`src/hw/pinmux_pkg.sv`:
```
// Purpose: shared constants and types for the pin function multiplexer
// Assumes: byte addressed register bus, one 32-bit word per register
// Notes:   pin tables give per-pin function kinds, gate levels and reset
package pinmux_pkg;

	localparam int NUM_PINS = 8;
	localparam int SEL_W    = 2;
	localparam int CTRL_W   = 6;
	localparam int ADDR_W   = 8;
	localparam int DATA_W   = 32;

	typedef enum logic [1:0]
	{
		FK_NONE  = 2'h0,
		FK_IN    = 2'h1,
		FK_OUT   = 2'h2,
		FK_BIDIR = 2'h3
	} func_kind_t;

	// pin control and status register fields
	localparam int CTRL_SEL_LSB    = 0;
	localparam int CTRL_PWR_GATE   = 2;
	localparam int CTRL_DIR_OUT    = 3;
	localparam int CTRL_OPEN_DRAIN = 4;
	localparam int CTRL_OUT_DATA   = 5;
	localparam int PIN_LEVEL_BIT   = 8;
	localparam int STATUS_PG_BIT   = 0;

	localparam logic [ADDR_W-1:0] PIN_CTRL_BASE = 8'h00;
	localparam logic [ADDR_W-1:0] STATUS_ADDR   = 8'h40;
	localparam int                WORD_LSB      = 2;

	localparam logic [SEL_W-1:0] SEL_GPIO = 2'h0;
	localparam logic [SEL_W-1:0] SEL_ALT1 = 2'h1;
	localparam logic [SEL_W-1:0] SEL_ALT2 = 2'h2;
	localparam logic [SEL_W-1:0] SEL_ALT3 = 2'h3;

	// pin slots
	localparam int PIN_LED      = 0;
	localparam int PIN_SMB_DATA = 1;
	localparam int PIN_SMB_CLK  = 2;
	localparam int PIN_RESET    = 3;
	localparam int PIN_FLASH    = 4;
	localparam int PIN_TACH     = 5;
	localparam int PIN_PWM      = 6;
	localparam int PIN_UART     = 7;

	// function kinds per pin: alt1 in [1:0], alt2 in [3:2], alt3 in [5:4]
	localparam logic [NUM_PINS-1:0][5:0] KIND_TABLE = {
		6'h04, 6'h02, 6'h01, 6'h0e, 6'h01, 6'h1f, 6'h1f, 6'h0a
	};
	// gated level per alternate input, bit k for alt k+1
	localparam logic [NUM_PINS-1:0][2:0] GATE_TABLE = {
		3'h0, 3'h0, 3'h0, 3'h0, 3'h1, 3'h3, 3'h3, 3'h0
	};
	localparam logic [NUM_PINS-1:0][2:0] UNGATED_TABLE = {
		3'h1, 3'h0, 3'h0, 3'h0, 3'h0, 3'h0, 3'h0, 3'h0
	};
	localparam logic [NUM_PINS-1:0][CTRL_W-1:0] CTRL_RESET = {
		6'h00, 6'h00, 6'h00, 6'h00, 6'h01, 6'h00, 6'h00, 6'h00
	};

	localparam logic OD_LOW    = 1'b0;
	localparam logic DRIVE_ON  = 1'b1;
	localparam logic DRIVE_OFF = 1'b0;
	localparam logic GATE_HIGH = 1'b1;
	localparam logic EMULATE_ON = 1'b1;

endpackage

```
`src/hw/pin_function_mux_power_gating.sv`:
```
// Purpose: pin function multiplexer with emulated runtime power gating
// Assumes: avalon-mm slave, byte addresses, one register per pin
// Notes:   pad and core-side results are registered, one cycle latency
`timescale 1ns/1ps
module pin_function_mux_power_gating (
	input  wire logic        ref_clk,
	input  wire logic        rst,
	input  wire logic [7:0]  address,
	input  wire logic        read,
	input  wire logic        write,
	input  wire logic [3:0]  byteenable,
	input  wire logic [31:0] writedata,
	output logic [31:0]      readdata,
	output logic             waitrequest,
	input  wire logic        main_power_good_in,
	input  wire logic [7:0]  pad_in,
	output logic [7:0]       pad_out,
	output logic [7:0]       pad_oe,
	input  wire logic        host_power_down_pad_in,
	output logic             host_power_down_n,
	input  wire logic        led0_out,
	input  wire logic        test_clk_out,
	input  wire logic        smbus_port0_data_drive,
	input  wire logic        smbus_port0_data_low_volt_drive,
	output logic             smbus_port0_data,
	output logic             smbus_port0_data_low_volt,
	output logic             kbd_scan_input_2,
	input  wire logic        smbus_port0_clock_drive,
	input  wire logic        smbus_port0_clock_low_volt_drive,
	output logic             smbus_port0_clock,
	output logic             smbus_port0_clock_low_volt,
	output logic             kbd_scan_input_3,
	output logic             external_reset_input_n,
	input  wire logic        kbd_scan_output_3,
	input  wire logic        private_flash_data0_out,
	input  wire logic        private_flash_data0_oe,
	output logic             private_flash_data0,
	output logic             fan_tach_0,
	input  wire logic        pwm_0,
	output logic             uart_baud_clock
);

	localparam int N = pinmux_pkg::NUM_PINS;

	typedef struct packed {
		logic [N-1:0][pinmux_pkg::CTRL_W-1:0] ctrl;
		logic                                 waitrequest;
		logic [pinmux_pkg::DATA_W-1:0]        readdata;
		logic [N-1:0]                         pad_out;
		logic [N-1:0]                         pad_oe;
		logic [N-1:0][2:0]                    alt_in;
		logic                                 host_power_down_n;
	} state_t;

	state_t st;
	state_t next_st;

	logic [N-1:0][2:0] alt_out;
	logic [N-1:0][2:0] alt_oe;
	logic [N-1:0]      slice_out;
	logic [N-1:0]      slice_oe;
	logic [N-1:0][2:0] slice_in;
	logic              fixed_value;
	logic [N-1:0][pinmux_pkg::SEL_W-1:0] sel_of;

	// peripheral outputs per pin, bit k is alternate k+1
	// smbus lines are open drain: pad low while the core pulls
	assign alt_out[pinmux_pkg::PIN_LED] =
		{pinmux_pkg::OD_LOW, test_clk_out, led0_out};
	assign alt_oe[pinmux_pkg::PIN_LED] =
		{pinmux_pkg::DRIVE_OFF, pinmux_pkg::DRIVE_ON, pinmux_pkg::DRIVE_ON};
	assign alt_out[pinmux_pkg::PIN_SMB_DATA] = '0;
	assign alt_oe[pinmux_pkg::PIN_SMB_DATA] = {pinmux_pkg::DRIVE_OFF,
		smbus_port0_data_low_volt_drive, smbus_port0_data_drive};
	assign alt_out[pinmux_pkg::PIN_SMB_CLK] = '0;
	assign alt_oe[pinmux_pkg::PIN_SMB_CLK] = {pinmux_pkg::DRIVE_OFF,
		smbus_port0_clock_low_volt_drive, smbus_port0_clock_drive};
	assign alt_out[pinmux_pkg::PIN_RESET] = '0;
	assign alt_oe[pinmux_pkg::PIN_RESET] = '0;
	assign alt_out[pinmux_pkg::PIN_FLASH] =
		{pinmux_pkg::OD_LOW, private_flash_data0_out, kbd_scan_output_3};
	assign alt_oe[pinmux_pkg::PIN_FLASH] =
		{pinmux_pkg::DRIVE_OFF, private_flash_data0_oe, pinmux_pkg::DRIVE_ON};
	assign alt_out[pinmux_pkg::PIN_TACH] = '0;
	assign alt_oe[pinmux_pkg::PIN_TACH] = '0;
	assign alt_out[pinmux_pkg::PIN_PWM] =
		{pinmux_pkg::OD_LOW, pinmux_pkg::OD_LOW, pwm_0};
	assign alt_oe[pinmux_pkg::PIN_PWM] =
		{pinmux_pkg::DRIVE_OFF, pinmux_pkg::DRIVE_OFF, pinmux_pkg::DRIVE_ON};
	// comparator reference on this pin is analog, no digital path here
	assign alt_out[pinmux_pkg::PIN_UART] = '0;
	assign alt_oe[pinmux_pkg::PIN_UART] = '0;

	for (genvar i = 0; i < N; i++)
	begin : g_pin
		assign sel_of[i] =
			st.ctrl[i][pinmux_pkg::CTRL_SEL_LSB +: pinmux_pkg::SEL_W];
		pin_slice #(
			.KINDS   (pinmux_pkg::KIND_TABLE[i]),
			.GATES   (pinmux_pkg::GATE_TABLE[i]),
			.UNGATED (pinmux_pkg::UNGATED_TABLE[i])
		) u_slice (
			.sel        (st.ctrl[i][pinmux_pkg::CTRL_SEL_LSB +:
				pinmux_pkg::SEL_W]),
			.pwr_gate   (st.ctrl[i][pinmux_pkg::CTRL_PWR_GATE]),
			.power_good (main_power_good_in),
			.gpio_oe    (st.ctrl[i][pinmux_pkg::CTRL_DIR_OUT]),
			.gpio_od    (st.ctrl[i][pinmux_pkg::CTRL_OPEN_DRAIN]),
			.gpio_data  (st.ctrl[i][pinmux_pkg::CTRL_OUT_DATA]),
			.alt_out    (alt_out[i]),
			.alt_oe     (alt_oe[i]),
			.pad_in     (pad_in[i]),
			.pad_out    (slice_out[i]),
			.pad_oe     (slice_oe[i]),
			.alt_in     (slice_in[i])
		);
	end

	fixed_input_pin #(
		.EMULATE_VCC (pinmux_pkg::EMULATE_ON),
		.GATE        (pinmux_pkg::GATE_HIGH)
	) u_fixed (
		.pad_in     (host_power_down_pad_in),
		.power_good (main_power_good_in),
		.value      (fixed_value)
	);

	always_comb
	begin
		logic [5:0]                    word;
		logic [pinmux_pkg::DATA_W-1:0] rd;
		next_st = st;
		word    = address[pinmux_pkg::WORD_LSB +: 6];
		rd      = '0;
		// read mux: pin control words, then status, else zero
		if (address >= pinmux_pkg::PIN_CTRL_BASE &&
			word < 6'(N))
		begin
			rd[pinmux_pkg::CTRL_W-1:0] = st.ctrl[word[2:0]];
			rd[pinmux_pkg::PIN_LEVEL_BIT] = pad_in[word[2:0]];
		end
		else if (address == pinmux_pkg::STATUS_ADDR)
		begin
			rd[pinmux_pkg::STATUS_PG_BIT] = main_power_good_in;
		end
		// one wait cycle, then the answer; write lands at the end of the answer cycle
		if ((read || write) && st.waitrequest)
		begin
			next_st.waitrequest = 1'b0;
			next_st.readdata    = rd;
		end
		else
		begin
			next_st.waitrequest = 1'b1;
		end
		if (write && !st.waitrequest && byteenable[0] &&
			word < 6'(N))
		begin
			// software reprograms select, gating, direction, drive
			next_st.ctrl[word[2:0]] =
				writedata[pinmux_pkg::CTRL_W-1:0];
		end
		next_st.pad_out           = slice_out;
		next_st.pad_oe            = slice_oe;
		next_st.alt_in            = slice_in;
		next_st.host_power_down_n = fixed_value;
	end

	always_ff @(posedge ref_clk or posedge rst)
	begin
		if (rst)
		begin
			st                   <= '0;
			st.ctrl              <= pinmux_pkg::CTRL_RESET;
			st.waitrequest       <= 1'b1;
			// core inputs wake at their gated levels, no false edge later
			st.alt_in            <= pinmux_pkg::GATE_TABLE;
			st.host_power_down_n <= pinmux_pkg::GATE_HIGH;
		end
		else
		begin
			st <= next_st;
		end
	end

	assign readdata                   = st.readdata;
	assign waitrequest                = st.waitrequest;
	assign pad_out                    = st.pad_out;
	assign pad_oe                     = st.pad_oe;
	assign host_power_down_n          = st.host_power_down_n;
	assign smbus_port0_data           = st.alt_in[pinmux_pkg::PIN_SMB_DATA][0];
	assign smbus_port0_data_low_volt  = st.alt_in[pinmux_pkg::PIN_SMB_DATA][1];
	assign kbd_scan_input_2           = st.alt_in[pinmux_pkg::PIN_SMB_DATA][2];
	assign smbus_port0_clock          = st.alt_in[pinmux_pkg::PIN_SMB_CLK][0];
	assign smbus_port0_clock_low_volt = st.alt_in[pinmux_pkg::PIN_SMB_CLK][1];
	assign kbd_scan_input_3           = st.alt_in[pinmux_pkg::PIN_SMB_CLK][2];
	assign external_reset_input_n     = st.alt_in[pinmux_pkg::PIN_RESET][0];
	assign private_flash_data0        = st.alt_in[pinmux_pkg::PIN_FLASH][1];
	assign fan_tach_0                 = st.alt_in[pinmux_pkg::PIN_TACH][0];
	assign uart_baud_clock            = st.alt_in[pinmux_pkg::PIN_UART][1];
endmodule

```
`src/hw/pin_slice.sv`:
```
// Purpose: one multiplexed pin, selects gpio or one of three alternates
// Assumes: select and control bits come from the pin control register
// Notes:   purely combinational, the top registers every result
`timescale 1ns/1ps
module pin_slice #(
	parameter logic [5:0] KINDS   = 6'h00,
	parameter logic [2:0] GATES   = 3'h0,
	parameter logic [2:0] UNGATED = 3'h0
)(
	input  wire logic [1:0] sel,
	input  wire logic       pwr_gate,
	input  wire logic       power_good,
	input  wire logic       gpio_oe,
	input  wire logic       gpio_od,
	input  wire logic       gpio_data,
	input  wire logic [2:0] alt_out,
	input  wire logic [2:0] alt_oe,
	input  wire logic       pad_in,
	output logic            pad_out,
	output logic            pad_oe,
	output logic [2:0]      alt_in
);

	always_comb
	begin
		logic                   domain_on;
		logic [1:0]             idx;
		pinmux_pkg::func_kind_t kind;
		pinmux_pkg::func_kind_t kind_k;
		domain_on = !pwr_gate || power_good;
		idx       = sel - pinmux_pkg::SEL_ALT1;
		kind      = pinmux_pkg::func_kind_t'(KINDS[2*idx +: 2]);
		kind_k    = pinmux_pkg::FK_NONE;
		pad_out   = pinmux_pkg::OD_LOW;
		pad_oe    = pinmux_pkg::DRIVE_OFF;
		if (sel == pinmux_pkg::SEL_GPIO)
		begin
			// gpio buffer type follows the control bits
			if (gpio_od)
			begin
				pad_oe = gpio_oe && !gpio_data && domain_on;
			end
			else
			begin
				pad_out = gpio_data;
				pad_oe  = gpio_oe && domain_on;
			end
		end
		else if (kind == pinmux_pkg::FK_OUT || kind == pinmux_pkg::FK_BIDIR)
		begin
			// alternate decides its own buffer type
			pad_out = alt_out[idx];
			pad_oe  = alt_oe[idx] && domain_on;
		end
		// reserved entries leave the pad undriven
		for (int k = 0; k < 3; k++)
		begin
			kind_k = pinmux_pkg::func_kind_t'(KINDS[2*k +: 2]);
			// gate level only reaches the core side, never the pad
			if (sel == SEL_W_K(k) && kind_k[0] && (domain_on || UNGATED[k]))
				alt_in[k] = pad_in;
			else
				alt_in[k] = GATES[k];
		end
	end

	function automatic logic [1:0] SEL_W_K(input int k);
		SEL_W_K = 2'(k + 1);
	endfunction

endmodule

```
`src/hw/fixed_input_pin.sv`:
```
// Purpose: dedicated input pin with no gpio and no select
// Assumes: emulated domain fixed at build time
// Notes:   no register can change its gating
`timescale 1ns/1ps
module fixed_input_pin #(
	parameter logic EMULATE_VCC = 1'b1,
	parameter logic GATE        = 1'b1
)(
	input  wire logic pad_in,
	input  wire logic power_good,
	output logic      value
);

	always_comb
	begin
		if (!EMULATE_VCC || power_good)
			value = pad_in;
		else
			value = GATE;
	end

endmodule

```
`config.mk`:
```
export PLATFORM = sky130hd
export DESIGN_NAME = pin_function_mux_power_gating
export DESIGN_NICKNAME = d
export VERILOG_FILES = /design/src/hw/pinmux_pkg.sv /design/src/hw/pin_function_mux_power_gating.sv /design/src/hw/pin_slice.sv /design/src/hw/fixed_input_pin.sv
export SDC_FILE = /design/constraint.sdc
export NUM_CORES = 1
export LEC_CHECK = 0
export BUFFER_PORTS_ARGS = -buffer_cell sky130_fd_sc_hd__buf_2
export CAP_MARGIN = 20
export CORE_MARGIN = 3
export CORE_UTILIZATION = 38
export DETAILED_ROUTE_END_ITERATION = 8
export PLACE_DENSITY_LB_ADDON = 0.25
export RECOVER_POWER = 25
export SYNTH_ARGS = -nofsm -noshare
export SYNTH_HDL_FRONTEND = slang
export SYNTH_SLANG_ARGS = --single-unit
```
`constraint.sdc`:
```
create_clock -name ref_clk -period 4.16 [get_ports ref_clk]
set_clock_uncertainty 0.2 [all_clocks]
set_input_delay 0.624 -clock ref_clk [delete_from_list [all_inputs] [get_ports ref_clk]]
set_output_delay 0.624 -clock ref_clk [all_outputs]
set_load 0.05 [all_outputs]
```
# [After elaboration in Yosys (flattened, before gate mapping)]
# Index checks and enable logic that the tools add are counted.
[totals] ff_bits=83 input_bits=68 word_cells=261
[classes] n_addsub=8 n_lt_le_gt_ge=12 eq_ne=27 shifts=8 n_mux=97 reduce_logical=90
[op_table] cell="1-bit two-way mux" n=77
[op_table] cell="48-bit bitwise mux" n=1
[op_table] cell="1-bit logical AND" n=48
[op_table] cell="6-bit by 4-bit variable part select with 2-bit output, first input constant" n=8
[op_table] cell="2-bit equality test, second input constant" n=22
[op_table] cell="1-bit binary-select mux with 2-bit select" n=13
[op_table] cell="2-bit by 3-bit < comparator with 1-bit output, second input constant" n=8
[op_table] cell="6-bit binary-select mux with 3-bit select" n=1
[op_table] cell="6-bit demux with 3-bit select" n=1
[op_table] cell="1-bit zero test" n=17
[op_table] cell="1-bit logical OR" n=17
[op_table] cell="2-bit zero test" n=8
[op_table] cell="2-bit by 1-bit subtractor with 2-bit output, second input constant" n=8
[op_table] cell="6-bit two-way mux" n=2
[op_table] cell="2-bit by 1-bit equality test with 1-bit output, second input constant" n=4
[op_table] cell="8-bit by 7-bit equality test with 1-bit output, second input constant" n=1
[op_table] cell="8-bit by 1-bit >= comparator with 1-bit output, second input constant" n=1
[op_table] cell="6-bit by 4-bit < comparator with 1-bit output, second input constant" n=1
[op_table] cell="5-bit two-way mux" n=1
[op_table] cell="3-bit by 4-bit < comparator with 1-bit output, second input constant" n=1
[op_table] cell="1-bit binary-select mux with 3-bit select" n=1
[op_table] cell="3-bit by 1-bit >= comparator with 1-bit output, second input constant" n=1

# [Longest topological paths before layout]
# Gate-level depths: netlist of the first run.
[logic_depth] word_depth=6 depth_mapped=7

# [Hierarchy]
# A second synthesis of the first run with hierarchy kept.
[unflattened] hier_cells=408 area_unflattened_um2=4610.7
[modules_own_cells] module="pin_function_mux_power_gating" n_inst=1 cells_per_inst=279 area_per_inst_um2=3721.1
[modules_own_cells] module="pin_slice at g_pin[1].u_slice ..." n_inst=2 cells_per_inst=21 area_per_inst_um2=150.1
[modules_own_cells] module="pin_slice at g_pin[6].u_slice" n_inst=1 cells_per_inst=23 area_per_inst_um2=146.4
[modules_own_cells] module="pin_slice at g_pin[4].u_slice" n_inst=1 cells_per_inst=18 area_per_inst_um2=127.6
[modules_own_cells] module="pin_slice at g_pin[5].u_slice ..." n_inst=2 cells_per_inst=9 area_per_inst_um2=63.8
[modules_own_cells] module="pin_slice at g_pin[0].u_slice" n_inst=1 cells_per_inst=17 area_per_inst_um2=116.4
[modules_own_cells] module="pin_slice at g_pin[3].u_slice" n_inst=1 cells_per_inst=10 area_per_inst_um2=65.1
[modules_own_cells] module="fixed_input_pin" n_inst=1 cells_per_inst=1 area_per_inst_um2=6.3

# [Worst setup path after synthesis of the first run]
# Ideal clock, no wire load.
[synth_path] path_kind="input -> register" start="in address[7]" end="reg st, in the netlist sel_of[4]" setup_time_ns=0.125 arrival_time_ns=2.241 path_slack_ns=1.594 path_stages=4 cell_sequence="or3_4 -> or4_4 -> nor3b_4 -> mux2_2"
[synth_via] elab_chain_len=2
[synth_lines] element="start, declared" line="pin_function_mux_power_gating.sv:8" text="input wire logic [7:0] address,"
[synth_lines] element="6-bit by 4-bit < comparator with 1-bit output" line="pin_function_mux_power_gating.sv:157" text="word < 6'(N))"
[synth_lines] element="1-bit logical AND" line="pin_function_mux_power_gating.sv:156" text="if (write && !st.waitrequest && byteenable[0] &&"
[synth_lines] element="end signal, assigned" line="pin_function_mux_power_gating.sv:182" text="st <= next_st;"
[synth_lines] element="end, declared" line="pin_function_mux_power_gating.sv:55" text="state_t st;"
# Every way passes these cells.
# A chain may end at the register's enable or synchronous reset.

# [Worst setup path after layout of the first run]
[layout_path] start="in address[7]" end="reg st[88] (netlist bit)"
# The elaborated chain is that of the path after synthesis.

==> impl_metrics.json, run 1 <==
{
  "outcome": "finished clean",
  "antenna_found_initial": 0,
  "synth_area_leaders": "dfrtp_1 46%, mux2_2 14%, dfstp_2 5.1%",
  "detailed_place_hpwl_mm": 7.108,
  "ir_drop_v": 0.0001517,
  "gp_congestion": 0.8716,
  "netlist_top_cells_count": "75 x dfrtp_1, 52 x mux2_2, 32 x nand2_1",
  "drv_slew": 0,
  "die_h_um": 110.1,
  "clk_latency_ns": 0.35,
  "critPathMaxStageDelay_ns": 0.58,
  "setup_viol": 0,
  "tns_ns": 0,
  "synth_edf_count": 0,
  "grt_pass1_wl_mm": 15.11,
  "cts_made_buffers": 9,
  "synth_cell_types": 45,
  "fin_area_um2": 4688,
  "vias": 2821,
  "yosysMostFrequentCell": "dfrtp_1",
  "rsz0062_at_grt": "no",
  "drc_errors": 0,
  "crit_arrival_ns": 2.46,
  "wire_per_inst_um": 17.31,
  "fp.coreArea_um2": 10420,
  "postCtsSetupBuffers": 0,
  "h-tree-depth": 3,
  "vias_per_cell": 5.083,
  "worstPathMaxFanout": 6,
  "syn_area_um2": 4114,
  "use_met2_pct": 25.13,
  "drtIter0Drc": 163,
  "end_kind": "flip-flop",
  "grt-ovfl-total": 0,
  "yosysWarnings": 0,
  "crit_type": "in -> reg",
  "fmax_ghz": 0.4127,
  "cts_root_buf": "clkbuf_8",
  "cts_hold_buf": 0,
  "max_slew_margin_pct": 30.10,
  "ctsLongestPathBuffers": 2,
  "clock-sinks": 83,
  "cts_tree": "built",
  "power.density_nw_per_um2": 352.2,
  "diodes": 0,
  "area_growth_pct": 13.96,
  "synth_flop_cell": "dfrtp_1",
  "grt_usage_pct": 16.80,
  "cap_viol_max_count": 0,
  "cpLargestDelayFamily": "simple AND/OR/NAND/NOR gates",
  "drive_above_1_share_pct": 38.42,
  "seq_area_frac_synth_pct": 50.73,
  "grt_max_degree": 61,
  "use_met3_pct": 4.019,
  "period_needed_ns": 2.423,
  "use_met1_pct": 24.62,
  "crit_slowest_cell": "or4_4",
  "synth_top_area_share_pct": 45.62,
  "startpoint_type": "input port",
  "dpl_cell_area_um2": 4524,
  "worst_slew_pin_slew_ns": 1.043,
  "min_period_over_period_pct": 58.24,
  "hold_viol": 0,
  "ant_nets": 0,
  "fin_total_pwr_mw": 1.651,
  "dieArea_um2": 12110,
  "ioPinCount": 128,
  "wirelength_mm": 9.607,
  "io_buffers": 73,
  "drt_pass1_iterations": 4,
  "cts_resized": 0,
  "min_path_type": "in -> async",
  "post-synth-top-area-cell": "dfrtp_1",
  "cellLeakagePower_nw": 2.304,
  "start_util_pct": 39.50,
  "top_usage_layer": "met2",
  "postSynth.asyncResetShare_pct": 100.0,
  "nets": 496,
  "rows": 37,
  "clkTransAtPathRegs_ns": 0.08,
  "worstPathCellList": "buf_2 > or3_4 > or4_4 > nor3b_4 > mux2_2",
  "fp.dieW_um": 110.1,
  "grt_pass1_vias": 2784,
  "crit_buf_inv": 1,
  "syn_area_per_cell_um2": 12.14,
  "crit_required_ns": 4.20,
  "synthCells": 339,
  "synth_seq_cells": 83
}
==> cells by family (layout without fill, tap and decap cells) <==
logic type,count (synthesis),count (layout),synth area share [%]
fa+ha+maj,13,13,3.954
simple gates,94,94,13.05
other cells,1,25,0.09115
flops,83,83,50.73
mux,68,68,19.95
compound gates,32,32,5.505
buf+inv,48,104,6.722
==> power breakdown <==
group	internal [mW]	switching [mW]	total, mW
logic	0.0773	0.196	0.273
clock network	0.228	0.274	0.502
registers	0.845	0.0314	0.877
total	1.15	0.501	1.65
==> layout make-up <==
cell class                      count  area [um2]
Clock buffer                       12       145.1
Clock inverter                      3       15.01
Fill cell                         984        5728
Inverter                           14       53.80
Multi-Input combinational cell    232        1841
Sequential cell                    83        2087
Tap cell                          136       170.2
Timing Repair Buffer               75       376.6
==> flip-flops by register name, summed over array words and instances (netlist names), 7 cells and up <==
register / cells
pad_out: 8
st: 32
sel_of: 16
readdata: 7
pad_oe: 8
==> metal layers <==
metal | part of all wire, % | vias to the layer above
li1 | - | 1319
met1 | 48 | 1403
met2 | 45 | 91
met3 | 5.7 | 8
met4 | 1.2 | 0
met5 | 0 | -
==> per-stage QoR <==
| step | util (%) | worst slack, ns | hold slack, ns | instances |
|---|---|---|---|---|
| 2_1_floorplan | - | 1.212 | 0.2392 | 363 |
| 3_3_place_gp | 43.44 | 1.388 | 0.2680 | 539 |
| 3_5_place_dp | 43.44 | 1.370 | 0.2761 | 539 |
| 4_1_cts | 44.97 | 1.746 | 0.04122 | 554 |
| 5_1_grt | 45.01 | 1.695 | 0.2440 | 555 |
| 6_report | 45.01 | 1.737 | 0.2500 | 555 |
==> worst paths after layout <==
path	to	startpoint	slack [ns]	cells after the start
max reg2reg	st[88]$_DFFE_PP0P_	waitrequest$_DFF_PP1_	2.10	3
min reg2reg	pad_out[7]$_DFF_PP0_	st[120]$_DFFE_PP0P_	0.29	1
min	pad_out[3]$_DFF_PP0_	rst	0.25	2
max	st[88]$_DFFE_PP0P_	address[7]	1.74	5
max in group asynchronous	sel_of[8]$_DFFE_PP0P_	rst	2.22	3
min in group ref_clk	waitrequest$_DFF_PP1_	read	0.25	2
==> cells in the final DEF (no fill, tap or decap), types with 5 or more instances in the layout <==
| cell type | count |
|---|---|
| mux2_2 | 52 |
| buf_2 | 73 |
| nor2_1 | 17 |
| conb_1 | 25 |
| nand2_1 | 32 |
| clkbuf_8 | 10 |
| nor2b_1 | 5 |
| nand3_1 | 6 |
| nand3b_1 | 8 |
| o21ai_0 | 8 |
| dfstp_2 | 7 |
| a221oi_1 | 7 |
| inv_1 | 13 |
| mux4_2 | 6 |
| ha_1 | 13 |
| dfrtp_1 | 75 |
| mux2i_1 | 10 |
Power figures use the tool's default switching activity.
==> run 2: changes to the inputs <==
ABC_AREA = 1   (was unset)
clock period = 2.3 ns   (was 4.16 ns; I/O delays follow)
==> run 2 against run 1 <==
  * Power rose by 120%
  * Design area up 8.4%
  * Utilization grew 0.87 points
  * Critical path depth increased by 1
  * Largest cell class unchanged
  * Clock-buffer cell count up 1
  * Global-route usage rose by 0.42 points
  * Clock power increased to 3.0 times the previous value
  * Die area up 7.0%
  * Cell count rose by 34%
  * Via count grew 25%
  * Hold slack got worse by 0.21 ns
  * Setup slack worse by 1.2 ns
==> impl_metrics.json, run 2 <==
{
  "outcome": "finished clean",
  "ctsLongestPathBuffers": 2,
  "grt-ovfl-total": 0,
  "start_util_pct": 39.88,
  "fp.coreArea_um2": 11080,
  "io_buffers": 73,
  "clock-sinks": 83,
  "min_period_over_period_pct": 76.43,
  "synth_top_area_share_pct": 42.48,
  "wire_per_inst_um": 14.29,
  "gp_congestion": 0.8672,
  "ir_drop_v": 0.0004116,
  "h-tree-depth": 3,
  "seq_area_frac_synth_pct": 47.24,
  "syn_area_per_cell_um2": 8.289,
  "crit_arrival_ns": 1.84,
  "startpoint": "waitrequest$_DFF_PP1_",
  "yosysMostFrequentCell": "nand2_1",
  "startpoint_type": "flip-flop",
  "r2r-start": "waitrequest$_DFF_PP1_",
  "netlist_top_cells_count": "204 x nand2_1, 75 x dfrtp_1, 40 x inv_1",
  "drtIter0Drc": 245,
  "fin_hold_ws_ns": 0.04274,
  "clkTransAtPathRegs_ns": 0.06,
  "cts_root_buf": "clkbuf_16",
  "final_cell_mix": "204 x nand2_1, 75 x dfrtp_1, 71 x buf_2",
  "cellLeakagePower_nw": 2.671,
  "cts_resized": 0,
  "synth_seq_cells": 83,
  "cap_viol_max_count": 0,
  "r2r_cells": 6,
  "period_needed_ns": 1.758,
  "drt_pass1_iterations": 4,
  "drv_slew": 0,
  "end_kind": "flip-flop",
  "syn_area_um2": 4418,
  "worstPathMaxFanout": 8,
  "fmax_ghz": 0.5688,
  "power.density_nw_per_um2": 703.8,
  "hold_depth": 3,
  "diodes": 0,
  "clk_latency_ns": 0.34,
  "fin_total_pwr_mw": 3.577,
  "final_common_cell": "nand2_1",
  "antenna_found_initial": 0,
  "drc_errors": 0,
  "cts_made_buffers": 9,
  "min_path_type": "in -> reg",
  "crit_required_ns": 2.38,
  "rows": 38,
  "setup_viol": 0,
  "post-synth-top-area-cell": "dfrtp_1",
  "synth_area_leaders": "dfrtp_1 42%, nand2_1 17%, buf_4 4.9%",
  "synth_flop_cell": "dfrtp_1",
  "ioPinCount": 128,
  "synthCells": 533,
  "largest_reg_flops": 32,
  "hold_viol": 0,
  "crit_type": "reg -> reg",
  "tns_ns": 0,
  "drive_above_1_share_pct": 20.46,
  "nets": 682,
  "utilization_pct": 45.88,
  "crit_slowest_cell": "dfstp_2",
  "dieArea_um2": 12960,
  "postCtsSetupBuffers": 0,
  "wirelength_mm": 10.66,
  "critPathMaxStageDelay_ns": 0.53,
  "worst_slew_pin_slew_ns": 0.5159,
  "area_growth_pct": 15.04,
  "ant_nets": 0,
  "synth_cell_types": 32,
  "vias": 3533,
  "fp.dieW_um": 113.8,
  "yosysWarnings": 0,
  "grt_usage_pct": 17.21,
  "regMostFlops": "st",
  "vias_per_cell": 4.736,
  "detailed_place_hpwl_mm": 7.667,
  "grt_max_degree": 84,
  "postSynth.asyncResetShare_pct": 100.0,
  "grt_pass1_wl_mm": 17.42,
  "grt_pass1_vias": 3497,
  "synth_edf_count": 0,
  "cts_tree": "built",
  "max_slew_margin_pct": 65.61,
  "worstHoldStart": "pad_in[4]",
  "die_h_um": 113.8,
  "worstPathCellList": "inv_1 > nor2_1 > inv_1 > nor2_1 > nand2_1 > nand2_1",
  "rsz0062_at_grt": "no"
}
-- run 2: layer usage --
layer	track usage (%)	vias to the layer above	wire length, um
met5	0	-	0
met4	5.226	0	170
met3	4.828	12	695
met2	27.64	103	5091
met1	22.73	1639	4704
li1	-	1779	-
-- run 2: through the flow --
stage,setup slack (ns),area [um2],cells
after floorplan,0.5805,4512,557
after global placement,0.3166,4750,728
after detailed placement,0.3185,4750,728
after CTS,0.5781,5085,746
after global routing,0.3682,5082,746
final,0.5420,5082,746
-- run 2: cell type report --
cell class / count / area, um2
sequential: 83 / 2087
clock buffer: 13 / 270.3
tap: 140 / 175.2
timing repair buffer: 79 / 425.4
multi-input combinational: 386 / 1918
fill: 1111 / 5996
clock inverter: 3 / 45.04
inverter: 42 / 161.4
-- run 2: final timing paths --
| kind | end | slack [ns] |
|---|---|---|
| max reg2reg | readdata[4]$_DFFE_PP0P_ | 0.54 |
| max | readdata[4]$_DFFE_PP0P_ | 0.54 |
| min | private_flash_data0$_DFF_PP0_ | 0.04 |
| max in group asynchronous | waitrequest$_DFF_PP1_ | 1.07 |
| min reg2reg | readdata[3]$_DFFE_PP0P_ | 0.28 |
| min in group asynchronous | pad_out[4]$_DFF_PP0_ | 0.46 |
-- run 2: critical path, delay by kind of cell (launching register included) --
kind	cells	cell delay, ns
buf+inv	2	0.24
flops	1	0.53
simple gates	4	0.73
-- run 2: what timing repair did --
item	CTS	global route
endpoints found under the setup margin	0	0
hold buffers	2	0
hold endpoints to repair	76	0
-- run 2: cell families after synthesis --
group | synth area share, %
fa+ha+maj | 3.682
buf+inv | 11.38
simple gates | 28.29
flops | 47.24
compound gates | 9.317
other cells | 0.08488
-- run 2: report_power, final --
group	switching, mW	internal, mW
Sequential	0.0489	1.53
Clock	0.566	0.930
Combinational	0.388	0.118
Total	1.00	2.57
==> run 3: changes to the inputs <==
clock period = 1.75 ns   (was 2.3 ns; I/O delays follow)
==> run 3 against run 2 <==
  * Setup slack worse by 0.47 ns
  * Global-route usage increased by 0.24 points
  * Register-to-register slack worse by 0.47 ns
  * Wire length rose by 0.23%
  * Power rose by 37%
  * Critical path depth is the same
  * Sequential power up 31%
  * Sequential share of layout area fell by 1.3 points
  * Combinational power rose by 36%
  * Maximum frequency is 4.8% higher
==> impl_metrics.json, run 3 (synthesis gave the netlist of run 2 again) <==
{
  "crit_slowest_cell": "dfstp_2",
  "ioPinCount": 128,
  "io_buffers": 73,
  "finalNonFillerCells": 762,
  "diodes": 0,
  "grt_pass1_wl_mm": 17.66,
  "wirelength_mm": 10.69,
  "worstPathMaxFanout": 12,
  "ant_nets": 0,
  "nets": 698,
  "regMostFlops": "st",
  "final_common_cell": "nand2_1",
  "grt_pass1_vias": 3455,
  "setup_viol": 0,
  "min_path_type": "in -> reg",
  "multiInputGateArea_um2": 1918,
  "dieArea_um2": 12960,
  "cpMostUsedCell": "nand3_2",
  "drv_slew": 0,
  "rows": 38,
  "clock-sinks": 83,
  "ir_drop_v": 0.0005780,
  "drc_errors": 0,
  "cts_made_buffers": 9,
  "crit_arrival_ns": 1.69,
  "cpLargestDelayFamily": "simple AND/OR/NAND/NOR gates",
  "gp_congestion": 0.8841,
  "vias_per_cell": 4.739,
  "cts_tree": "built",
  "critPathMaxStageDelay_ns": 0.37,
  "hold_viol": 0,
  "start_util_pct": 39.88,
  "crit_type": "reg -> reg",
  "startpoint_type": "flip-flop",
  "antenna_found_initial": 0,
  "power.density_nw_per_um2": 937.2,
  "crit_required_ns": 1.76,
  "max_slew_margin_pct": 50.18,
  "fin_hold_ws_ns": 0.01577,
  "r2r_cells": 6,
  "fin_total_pwr_mw": 4.917,
  "detailed_place_hpwl_mm": 7.766,
  "drt_pass1_iterations": 4,
  "crit_buf_inv": 1,
  "drtIter0Drc": 235,
  "min_period_over_period_pct": 95.85,
  "tns_ns": 0,
  "fillCellCount": 1098,
  "clk_latency_ns": 0.34,
  "area_growth_pct": 18.75,
  "cap_viol_max_count": 0,
  "worst_slew_pin_slew_ns": 0.7473,
  "clkTransAtPathRegs_ns": 0.06,
  "dp_cells": 736,
  "cts_root_buf": "clkbuf_16",
  "grt_max_degree": 84,
  "drive_above_1_share_pct": 21.54,
  "fp.coreArea_um2": 11080,
  "ctsLongestPathBuffers": 2,
  "worstPathCellList": "inv_1 > nand3_2 > nor2_8 > nand3_2 > nand2_1 > o21ai_2",
  "cellLeakagePower_nw": 2.760,
  "outcome": "finished clean",
  "fmax_ghz": 0.5962,
  "largest_reg_flops": 32,
  "wire_per_inst_um": 14.02,
  "end_kind": "flip-flop",
  "h-tree-depth": 3,
  "fp.dieW_um": 113.8,
  "hold_depth": 3,
  "rsz0062_at_grt": "yes",
  "grt_usage_pct": 17.45,
  "postCtsSetupBuffers": 0,
  "final_cell_mix": "204 x nand2_1, 75 x dfrtp_1, 71 x buf_2",
  "vias": 3611,
  "cp_num_cells": 6,
  "utilization_pct": 47.36,
  "period_needed_ns": 1.677,
  "die_h_um": 113.8,
  "seq_area_um2": 2087,
  "grt-ovfl-total": 0
}
## run 3: changes by cell type in the layout (fill, tap and decap cells not counted), sizes merged
cell | before | now
dlygate4sd3 | 2 | 10
buf | 75 | 83
bufinv | 1 | 2
clkinvlp | 3 | 2
## run 3: area by class of cell
class | count | area share [%]
clock buffer | 13 | 5.342
clock inverter | 3 | 1.288
inverter | 42 | 3.077
multi-input combinational | 386 | 36.56
sequential | 83 | 39.78
tap | 140 | 3.339
timing repair buffer | 95 | 10.61
## run 3: metal layers
metal  global-route usage (%)  wire length [um]
met1                    23.92              4738
met5                        0                 0
met2                    27.48              5011
met4                    5.542               182
met3                    4.085               754
## run 3: timing repair
| action | 4_1_cts | 5_1_grt |
|---|---|---|
| endpoints found under the hold margin | 88 | 0 |
| gates resized for setup | 0 | 0 |
| hold buffers | 10 | 0 |
| setup endpoints to repair | 0 | 9 |
## run 3: stage by stage
step | instance area (um2) | worst slack [ns]
2_1_floorplan | 4512 | 0.03046
3_3_place_gp | 4810 | 0.08177
3_5_place_dp | 4810 | 0.05539
4_1_cts | 5258 | 0.06887
5_1_grt | 5246 | -0.02091
6_report | 5246 | 0.07271
## run 3: path summary, 6_finish.rpt
path                                          from                       to  slack (ns)
setup / recovery             waitrequest$_DFF_PP1_      st[101]$_DFFE_PP0P_        0.07
hold / removal             private_flash_data0_out     pad_out[4]$_DFF_PP0_        0.02
setup reg to reg             waitrequest$_DFF_PP1_      st[101]$_DFFE_PP0P_        0.07
hold reg to reg            readdata[4]$_DFFE_PP0P_  readdata[4]$_DFFE_PP0P_        0.28
max in group asynchronous                      rst     pad_out[7]$_DFF_PP0_        0.35
min in group asynchronous                      rst      pad_oe[5]$_DFF_PP0_        0.49
## run 3: worst register-to-register path, cell delays in order, from the launching register on
cell and delay (ns):
dfstp_2 0.37, inv_1 0.08, nand3_2 0.12, nor2_8 0.30, nand3_2 0.29, nand2_1 0.15, o21ai_2 0.06
## run 3: power breakdown
| group | leakage, nW | switching (mW) | internal [mW] |
|---|---|---|---|
| Sequential | 1.12 | 0.0650 | 2.01 |
| Clock | 0.168 | 0.751 | 1.41 |
| Combinational | 1.47 | 0.514 | 0.175 |
| Total | 2.76 | 1.33 | 3.59 |
